<file path="src/rtl/dac_update_cfg.svh">
/*
  Register offsets, field positions, reset values and encodings of the
  converter update and latch control block.
  Assumes inclusion by bare name from the package and the design modules.
*/
`ifndef DAC_UPDATE_CFG_SVH
`define DAC_UPDATE_CFG_SVH

// Register addresses on the special-function-register bus
`define ADDR_DATA_LOW    8'hD2
`define ADDR_DATA_HIGH   8'hD3
`define ADDR_CONTROL     8'hD4

// Reset values
`define RST_DATA_LOW     8'h00
`define RST_DATA_HIGH    8'h00
`define RST_CONTROL      8'h00
`define RST_READ_DATA    8'h00
`define RST_WORD         12'h000

// Control register field positions
`define CTL_ENABLE_BIT   7
`define CTL_MODE_HI      4
`define CTL_MODE_LO      3
`define CTL_FMT_HI       2
`define CTL_FMT_LO       0

// Update mode encodings
`define MODE_ON_WRITE    2'h0
`define MODE_TIMER3      2'h1
`define MODE_TIMER4      2'h2
`define MODE_TIMER2      2'h3

// Alignment encodings (1xx selects the eight-bit form)
`define FMT_NIBBLE       3'h0
`define FMT_FIVE         3'h1
`define FMT_SIX          3'h2
`define FMT_SEVEN        3'h3

`endif

</file>
<file path="src/rtl/dac_update_pkg.sv">
/*
  Types shared by the converter update and latch control modules.
  Assumes the constants header is on the include path.
*/
package dac_update_pkg;
  `include "dac_update_cfg.svh"

  typedef logic [7:0]  byte_t;
  typedef logic [11:0] conv_word_t;
  typedef logic [1:0]  update_mode_t;
  typedef logic [2:0]  word_alignment_t;
endpackage

</file>
<file path="src/rtl/dac_update_latch_control.sv">
/*
  Digital front end of one 12-bit voltage-mode converter channel: data byte
  and control registers on the special-function-register bus, alignment and
  transfer into the converter input latch, enable of the analog core.
  Assumes one-cycle write and read strobes and one-cycle timer overflow pulses,
  all synchronous to clk_i.
*/
`timescale 1ns/100ps

`include "dac_update_cfg.svh"

// Overview of operation
// Mode 00: high-byte write updates the latch
// Mode 01: timer 3 overflow updates the latch
// Enable bit 7 powers core up or down
// Eight-bit form: high[7:0], low[7:4]
// Five/six/seven-bit forms split high and low
// Modes 10/11: timer 4 / timer 2 overflow
// Timer modes hold both bytes until overflow
// Low reads written value, high reads latch
// Disabled channel holds output high-impedance
// Format 000 nibble, 001-011 five-seven, 1xx eight
module dac_update_latch_control
  import dac_update_pkg::*;
(
  // Clock and reset
  input  wire logic  clk_i,
  input  wire logic  reset_i,
  // Register bus
  input  wire byte_t sfr_addr_i,
  input  wire logic  sfr_wr_i,
  input  wire byte_t sfr_wdata_i,
  input  wire logic  sfr_rd_i,
  output byte_t      sfr_rdata_o,
  // Timer overflow events
  input  wire logic  timer2_ovf_i,
  input  wire logic  timer3_ovf_i,
  input  wire logic  timer4_ovf_i,
  // Converter core
  output conv_word_t conv_data_o,
  output logic       conv_enable_o,
  output logic       conv_out_en_o,
  output logic       conv_update_o
);

  ////////////////////////////////////////////////////////////////////////////
  // Registers
  byte_t      low_wr_r;     // Last value written to the low byte
  byte_t      high_wr_r;    // Held high byte
  byte_t      high_latch_r; // High byte at the latch
  byte_t      ctl_r;
  byte_t      rdata_r;
  conv_word_t conv_word_r;
  logic       enable_r;
  logic       out_en_r;
  logic       update_r;

  byte_t      low_wr_nxt;
  byte_t      high_wr_nxt;
  byte_t      high_latch_nxt;
  byte_t      ctl_nxt;
  byte_t      rdata_nxt;
  conv_word_t conv_word_nxt;

  ////////////////////////////////////////////////////////////////////////////
  // Address decode and control fields
  // Unmapped addresses match nothing: writes drop, reads give zero
  wire wr_low   = sfr_wr_i && (sfr_addr_i == `ADDR_DATA_LOW);
  wire wr_high  = sfr_wr_i && (sfr_addr_i == `ADDR_DATA_HIGH);
  wire wr_ctl   = sfr_wr_i && (sfr_addr_i == `ADDR_CONTROL);
  wire rd_low   = sfr_rd_i && (sfr_addr_i == `ADDR_DATA_LOW);
  wire rd_high  = sfr_rd_i && (sfr_addr_i == `ADDR_DATA_HIGH);
  wire rd_ctl   = sfr_rd_i && (sfr_addr_i == `ADDR_CONTROL);

  update_mode_t    mode;
  word_alignment_t fmt;
  assign mode = ctl_r[`CTL_MODE_HI:`CTL_MODE_LO];
  assign fmt  = ctl_r[`CTL_FMT_HI:`CTL_FMT_LO];

  ////////////////////////////////////////////////////////////////////////////
  // Transfer triggers
  wire on_write  = (mode == `MODE_ON_WRITE) && wr_high;
  wire t3_event  = (mode == `MODE_TIMER3) && timer3_ovf_i;
  wire t4_event  = (mode == `MODE_TIMER4) && timer4_ovf_i;
  wire t2_event  = (mode == `MODE_TIMER2) && timer2_ovf_i;
  wire on_timer  = t3_event || t4_event || t2_event;
  wire transfer  = on_write || on_timer;

  // Bytes presented to the latch: the fresh high write, or the held pair
  // An overflow in the same cycle as a high write moves the pair held
  // before that write; the new byte waits for the next overflow. The mode
  // standing at the overflow edge decides which timer counts.
  byte_t xfer_high;
  assign xfer_high = on_write ? sfr_wdata_i : high_wr_r;

  // Word assembly
  conv_word_t aligned_word;
  word_align u_align (
    .high_i           (xfer_high),
    .low_i            (low_wr_r),
    .word_alignment_i (fmt),
    .word_o           (aligned_word)
  );

  ////////////////////////////////////////////////////////////////////////////
  // Next-state values
  assign low_wr_nxt     = wr_low ? sfr_wdata_i : low_wr_r;
  assign high_wr_nxt    = wr_high ? sfr_wdata_i : high_wr_r;
  assign high_latch_nxt = transfer ? xfer_high : high_latch_r;
  assign conv_word_nxt  = transfer ? aligned_word : conv_word_r;
  assign ctl_nxt        = wr_ctl ? {sfr_wdata_i[7], 2'h0, sfr_wdata_i[4:0]} : ctl_r;

  // Read mux: low shows written value, high shows the latch
  assign rdata_nxt = rd_low  ? low_wr_r     :
                     rd_high ? high_latch_r :
                     rd_ctl  ? ctl_r        :
                               `RST_READ_DATA;

  ////////////////////////////////////////////////////////////////////////////
  // Data registers
  // Low byte keeps the last written value; reads never see the latch
  always_ff @(posedge clk_i) begin
    if (reset_i) begin
      low_wr_r <= `RST_DATA_LOW;
    end else begin
      low_wr_r <= low_wr_nxt;
    end
  end

  // High byte held until the selected transfer takes it
  always_ff @(posedge clk_i) begin
    if (reset_i) begin
      high_wr_r <= `RST_DATA_HIGH;
    end else begin
      high_wr_r <= high_wr_nxt;
    end
  end

  // High byte as it stands at the latch, for bus reads
  always_ff @(posedge clk_i) begin
    if (reset_i) begin
      high_latch_r <= `RST_DATA_HIGH;
    end else begin
      high_latch_r <= high_latch_nxt;
    end
  end

  // Converter input latch; moves only on a transfer
  always_ff @(posedge clk_i) begin
    if (reset_i) begin
      conv_word_r <= `RST_WORD;
    end else begin
      conv_word_r <= conv_word_nxt;
    end
  end

  ////////////////////////////////////////////////////////////////////////////
  // Control register and read data
  // Unused bits 6:5 are dropped on write so they read back as zero
  always_ff @(posedge clk_i) begin
    if (reset_i) begin
      ctl_r <= `RST_CONTROL;
    end else begin
      ctl_r <= ctl_nxt;
    end
  end

  // Read data stands one cycle after the strobe, zero otherwise
  always_ff @(posedge clk_i) begin
    if (reset_i) begin
      rdata_r <= `RST_READ_DATA;
    end else begin
      rdata_r <= rdata_nxt;
    end
  end

  ////////////////////////////////////////////////////////////////////////////
  // Core enable and output drive
  // Enable bit as it will stand after this edge
  logic enable_nxt;
  assign enable_nxt = ctl_nxt[`CTL_ENABLE_BIT];

  // Core and output drive both follow the bit at the write edge, so the
  // pin is never driven while the core is still in shutdown
  always_ff @(posedge clk_i) begin
    if (reset_i) begin
      enable_r <= 1'h0;
    end else begin
      enable_r <= enable_nxt;
    end
  end

  // Output enable low holds the pin high-impedance while disabled
  always_ff @(posedge clk_i) begin
    if (reset_i) begin
      out_en_r <= 1'h0;
    end else begin
      out_en_r <= enable_nxt;
    end
  end

  ////////////////////////////////////////////////////////////////////////////
  // Transfer strobe
  // One-cycle pulse in the cycle the latch shows a new word
  always_ff @(posedge clk_i) begin
    if (reset_i) begin
      update_r <= 1'h0;
    end else begin
      update_r <= transfer;
    end
  end

  ////////////////////////////////////////////////////////////////////////////
  // Outputs
  assign sfr_rdata_o   = rdata_r;
  assign conv_data_o   = conv_word_r;
  assign conv_enable_o = enable_r;
  assign conv_out_en_o = out_en_r;
  assign conv_update_o = update_r;

endmodule // dac_update_latch_control

</file>
<file path="src/rtl/word_align.sv">
/*
  Assembles the 12-bit converter word from the high and low data bytes
  according to the alignment field. Purely combinational.
  Assumes the caller registers the result.
*/
`timescale 1ns/100ps

`include "dac_update_cfg.svh"

module word_align
  import dac_update_pkg::*;
(
  // Byte inputs
  input  wire byte_t           high_i,
  input  wire byte_t           low_i,
  // Alignment select
  input  wire word_alignment_t word_alignment_i,
  // Assembled word
  output conv_word_t           word_o
);

  ////////////////////////////////////////////////////////////////////////////
  // Alignment selection
  wire         wide_sel = word_alignment_i[2];
  conv_word_t  word_nib;
  conv_word_t  word_five;
  conv_word_t  word_six;
  conv_word_t  word_seven;
  conv_word_t  word_eight;

  // Candidate words for each alignment
  assign word_nib   = {high_i[3:0], low_i[7:0]};
  assign word_five  = {high_i[4:0], low_i[7:1]};
  assign word_six   = {high_i[5:0], low_i[7:2]};
  assign word_seven = {high_i[6:0], low_i[7:3]};
  assign word_eight = {high_i[7:0], low_i[7:4]};

  // Field decode
  assign word_o = wide_sel                             ? word_eight :
                  (word_alignment_i == `FMT_FIVE)      ? word_five  :
                  (word_alignment_i == `FMT_SIX)       ? word_six   :
                  (word_alignment_i == `FMT_SEVEN)     ? word_seven :
                                                         word_nib;

endmodule // word_align

</file>
<file path="config.mk">
export PLATFORM = sky130hd
export DESIGN_NAME = dac_update_latch_control
export DESIGN_NICKNAME = d
export VERILOG_FILES = /design/src/rtl/dac_update_pkg.sv /design/src/rtl/dac_update_latch_control.sv /design/src/rtl/word_align.sv
export VERILOG_INCLUDE_DIRS = /design/src /design/src/rtl
export SDC_FILE = /design/constraint.sdc
export NUM_CORES = 1
export LEC_CHECK = 0
export BUFFER_PORTS_ARGS = -buffer_cell sky130_fd_sc_hd__buf_2
export CAP_MARGIN = 20
export CORE_MARGIN = 2
export CORE_UTILIZATION = 50
export CTS_BUF_LIST = sky130_fd_sc_hd__clkbuf_16
export DETAILED_ROUTE_END_ITERATION = 8
export HOLD_SLACK_MARGIN = 0.03
export PLACE_DENSITY = 0.73
export SKIP_LAST_GASP = 1
export SLEW_MARGIN = 40
export SYNTH_ARGS = -nofsm -noshare
export SYNTH_HDL_FRONTEND = slang
export SYNTH_SLANG_ARGS = --single-unit
</file>
<file path="constraint.sdc">
create_clock -name clk_i -period 2.8 [get_ports clk_i]
set_input_delay 0 -clock clk_i [delete_from_list [all_inputs] [get_ports clk_i]]
set_output_delay 0 -clock clk_i [all_outputs]
set_load 0.01 [all_outputs]
</file>
* After elaboration in Yosys (flattened, before gate mapping)
Cells that the tools add are included. W data, S select, Z words.
Word-level totals: input port bits 23, logic and storage cells 40, flip-flop bits (word level) 51
Operators by class: eq/ne operators 9, mux-type cells 9, reduce and logical (&&, ||, !) cells 14
Operators with widths (number):
- $mux W12 | 4
- $mux W8 | 5
- $eq A8 B8 Y1 const B | 3
- $logic_and A1 B1 Y1 | 10
- $eq A3 B2 Y1 const B | 2
- $eq A2 B2 Y1 const B | 2
- $eq A3 B1 Y1 const B | 1
- $logic_or A1 B1 Y1 | 3
- $eq A2 B1 Y1 const B | 1
- $logic_not A2 Y1 | 1

* Longest topological paths before layout
depth in word-level cells 8, depth in mapped cells 8, depth with buffers taken out 6

* Cells and area by module
Synthesis repeated with hierarchy kept, for this count alone.
Unflattened totals: cells, all modules 288, area total of the unflattened synthesis 2532.4 um^2
Modules (own cells, without submodules):
- dac_update_latch_control | times used 1, area each 2184.6 um^2, cells an instance 244
- word_align | times used 1, area each 347.8 um^2, cells an instance 44

* Worst setup path after synthesis
Ideal clock, no wire load.
path type register -> register, start point reg ctl_r[4], end point reg conv_word_r[11], in the netlist conv_data_o[11], path buffers 1, period minus slack after synthesis 2.120 ns, data arrival time 1.988 ns, required time 2.669 ns, slack 0.680 ns, setup time 0.131 ns, stages on the path, launching flop included 7, path through dfxtp_1 -> or2_1 -> or4_4 -> buf_6 -> mux4_2 -> a2111oi_0 -> nor3_1
On the way: cells in the longest elaborated chain, start to end 7, elaborated cells between the ends (all ways) 16, classes of those cells 3 x eq/ne; 5 x mux; 8 x reduce/logical
Ends and longest elaborated chain:
- start, declared | line dac_update_latch_control.sv:51 | byte_t ctl_r;
- start signal, assigned | line dac_update_latch_control.sv:162 | ctl_r <= `RST_CONTROL;
- start signal, assigned | line dac_update_latch_control.sv:164 | ctl_r <= ctl_nxt;
- $logic_not A2 Y1 (no source line)
- $logic_and A1 B1 Y1 | line dac_update_latch_control.sv:82 | wire on_write = (mode == `MODE_ON_WRITE) && wr_high;
- $mux W8 | line dac_update_latch_control.sv:94 | assign xfer_high = on_write ? sfr_wdata_i : high_wr_r;
- $mux W12 | line word_align.sv:42 | (word_alignment_i == `FMT_SEVEN) ? word_seven :
- $mux W12 | line word_align.sv:41 | (word_alignment_i == `FMT_SIX) ? word_six :
- $mux W12 | line word_align.sv:40 | (word_alignment_i == `FMT_FIVE) ? word_five :
- $mux W12 | line word_align.sv:39 | assign word_o = wide_sel ? word_eight :
- end signal, assigned | line dac_update_latch_control.sv:151 | conv_word_r <= `RST_WORD;
- end signal, assigned | line dac_update_latch_control.sv:153 | conv_word_r <= conv_word_nxt;
- end, declared | line dac_update_latch_control.sv:53 | conv_word_t conv_word_r;
Several ways; a longest one is shown, not always the timed one. A chain may end at the register's enable or synchronous reset.

* Final worst setup path
start point reg ctl_r[4], end point reg conv_word_r[10], in the netlist conv_data_o[10]
Same word-level chain as after synthesis.

==> metrics.yaml <==
io_pins: 46
power_frac_clock: 0.431
max_cap_violations: 0
timing.hold.worst.class: "primary input to flip-flop"
synth_area_leaders: "dfxtp_1 39%, mux2i_1 15%, mux4_2 7.8%, nor2_1 7.1%, a222oi_1 2.7%"
slew_headroom: 0.5383
row_count: 26
postRouteWirelength_um: 6322
die_y_um: 76.03
routed-via-count: 2229
synth_seq_area_share: 0.3936
fin_skew_ns: 0.01120
initial_antenna_violation_count: 0
drc_errors: 0
setup_ws_ns: 0.4319
grt_pass1_wl_um: 10670
post_cts.repair.setup_buffers: 0
setup_total_negative_slack_ns: 0
detail_route.first_pass.iterations: 5
post-route-min-period_ns: 2.368
cts_buffer_depth: 2
grt_pass1_vias: 2125
start_util: 0.5144
synth_cells: 263
preCtsSetupSlack_ns: 0.4694
timing.final.max_slew_violations: 0
maximum_clock_frequency_ghz: 0.4223
grt_setup_unrepaired: "no"
synth_edf_count: 0
worst_ir_drop_vdd_mv: 0.4020
num-fill-cells: 438
yosys.cell_types.count: 47
required_ns: 2.96
postSynth.asyncResetShare: 0
worst-endpoint-arrival_ns: 2.53
place_inst: 365
timing.hold.worst_path_depth: 3
final-setup-viol-count: 0
crit_chain: "or2_1 > or4_4 > mux4_2 > a2111oi_0 > nor3_1"
worst_skew_pair.late_latency_ns: 0.29
switching_part_of_the_total: 0.2211
worst-setup-path-type: "flip-flop to flip-flop"
seq_power_share: 0.523
worst_path_max_delay_cell: "or4_4"
layout.nets: 326
finalCritPeriodShare: 0.8457
first_iter_violations: 199
dieWidth_um: 76.03
cts_tree: "built"
startpoint_types: "flip-flop"
max_slew.worst_pin.slew_ns: 0.6926
worst-path-max-fanout: 24
detailedPlacementHpwl_um: 4532
clock_sink_count: 51
net-switching-power_mw: 0.3070
route.antenna.remaining_nets: 0
yosys_warnings: 0
mappedNetlistNets: 286
mostFrequentLayoutCell: "dfxtp_1"
io_buffer_count: 45
syn_area_um2: 2594
combinationalPowerShare: 0.046
antenna-diode-count: 0
cp-end-kind: "flip-flop"
numCtsBuffers: 5
worst-r2r-cell-count: 5
cpPeakStageDelay_ns: 0.62
gpl.final_weighted_congestion: 0.8773
gr-usage-all-layers: 0.2298
power_per_standard_cell_area_nw_per_um2: 459.1
core_region_area_um2: 5042
synth-seq-cells: 51
power.static_leakage_nw: 1.249
grt_start_max_net_pins: 40
most-common-layout-cells: "50 x dfxtp_1, 49 x nor2_1, 45 x buf_2, 40 x mux2i_1, 16 x nand2_1"
synth_flop_cell: "dfxtp_1"
die_area_um2: 5780
finalHoldViolCount: 0
htree_levels: 2
synth_largest_area_cell: "dfxtp_1"
instances_no_fill: 374
layout-drive-gt1-share: 0.2533
detail_route.vias_per_cell: 5.960
clk_root_buffer_cell: "clkbuf_16"
wl_per_cell_um: 16.90
status: "completed"
area.growth.synth_to_final_pct: 16.59
internal_power_mw: 1.081
synth_area_per_cell_um2: 9.862
synthDominantCellAreaShare: 0.3936
clk_transition_reported_paths_ns: 0.07
grt_overflow_total: 0
[power by group through the flow]
stage / sequential (mW) / combinational, mW / clock, mW
after floorplan: 0.743 / 0.0285 / 0
after global placement: 0.743 / 0.0606 / 0
after detailed placement: 0.743 / 0.0619 / 0
after CTS: 0.726 / 0.0633 / 0.608
after global routing: 0.726 / 0.0697 / 0.645
final: 0.726 / 0.0643 / 0.598
[cell type report]
type / count / area, µm² / area share
inverters: 5 / 18.77 / 0.006206
clock inverters: 3 / 21.27 / 0.007034
well taps: 70 / 87.58 / 0.02896
clock buffers: 5 / 125.1 / 0.04137
flip-flops and latches: 51 / 1022 / 0.3380
multi-input cells: 189 / 1476 / 0.4882
repair buffers: 51 / 272.8 / 0.09019
[worst paths after layout]
| path | end | start | slack, ns |
|---|---|---|---|
| setup / recovery | conv_data_o[10]$_SDFFE_PP0P_ | ctl_r[4]$_SDFFE_PP0P_ | 0.43 |
| hold / removal | low_wr_r[5]$_SDFFE_PP0P_ | sfr_wdata_i[5] | 0.04 |
| setup reg to reg | conv_data_o[10]$_SDFFE_PP0P_ | ctl_r[4]$_SDFFE_PP0P_ | 0.43 |
| hold reg to reg | conv_data_o[2]$_SDFFE_PP0P_ | conv_data_o[2]$_SDFFE_PP0P_ | 0.45 |
[cells in the mapped netlist (2+ instances only)]
master and count:
nor2b_1 2, mux2_2 3, o41ai_1 3, a211oi_1 8
buf_4 2, a222oi_1 7, clkbuf_1 10, o211ai_1 4
buf_1 4, dfxtp_1 51, a22o_1 2, a22oi_1 4
a2111oi_0 4, nor2_1 49, inv_1 4, nor3_1 4
mux4_2 9, nand2_1 16, o21ai_0 7, mux2i_1 40
a21oi_1 3, nand2b_1 2
[layer usage]
metal,global-route usage,wire (µm),vias up
met5,0,0,-
met4,0.08545,87,0
met3,0.04502,412,12
met2,0.3580,2951,100
met1,0.3191,2871,1047
li1,-,-,1070
[state kept, by name, summed over array words and instances (netlist names)]
signal         cells
conv_data_o       12
high_latch_r       8
high_wr_r          8
low_wr_r           8
sfr_rdata_o        8
ctl_r              5
conv_out_en_o      1
conv_update_o      1
[stage by stage]
step	hold WS (ns)	power (mW)	utilization	area, µm²
global route	0.05075	1.441	0.5998	3024
global placement	0.3079	0.8036	0.5672	2860
detailed placement	0.3150	0.8049	0.5672	2860
finish	0.03628	1.388	0.5998	3024
floorplan	0.1439	0.7712	-	2594
CTS	0.03066	1.397	0.5983	3017
[kinds of logic after synthesis]
family | synth area share
AND/OR/NAND/NOR | 0.1582
flip-flops | 0.3936
multiplexers | 0.2557
AO/OA/AOI/OAI | 0.1529
buffers and inverters | 0.03955
[timing repair]
| action | 4_1_cts | 5_1_grt |
|---|---|---|
| gates resized for setup | 0 | 0 |
| endpoints found under the hold margin | 2 | 0 |
| hold buffers | 1 | 0 |
[critical path: cells and delay by family, from the launching register on]
kind	cells	cell delay (ns)
AND/OR/NAND/NOR	3	1.01
multiplexers	1	0.47
AO/OA/AOI/OAI	1	0.41
flip-flops	1	0.34
Note: power is estimated with default switching activity, not from simulation.
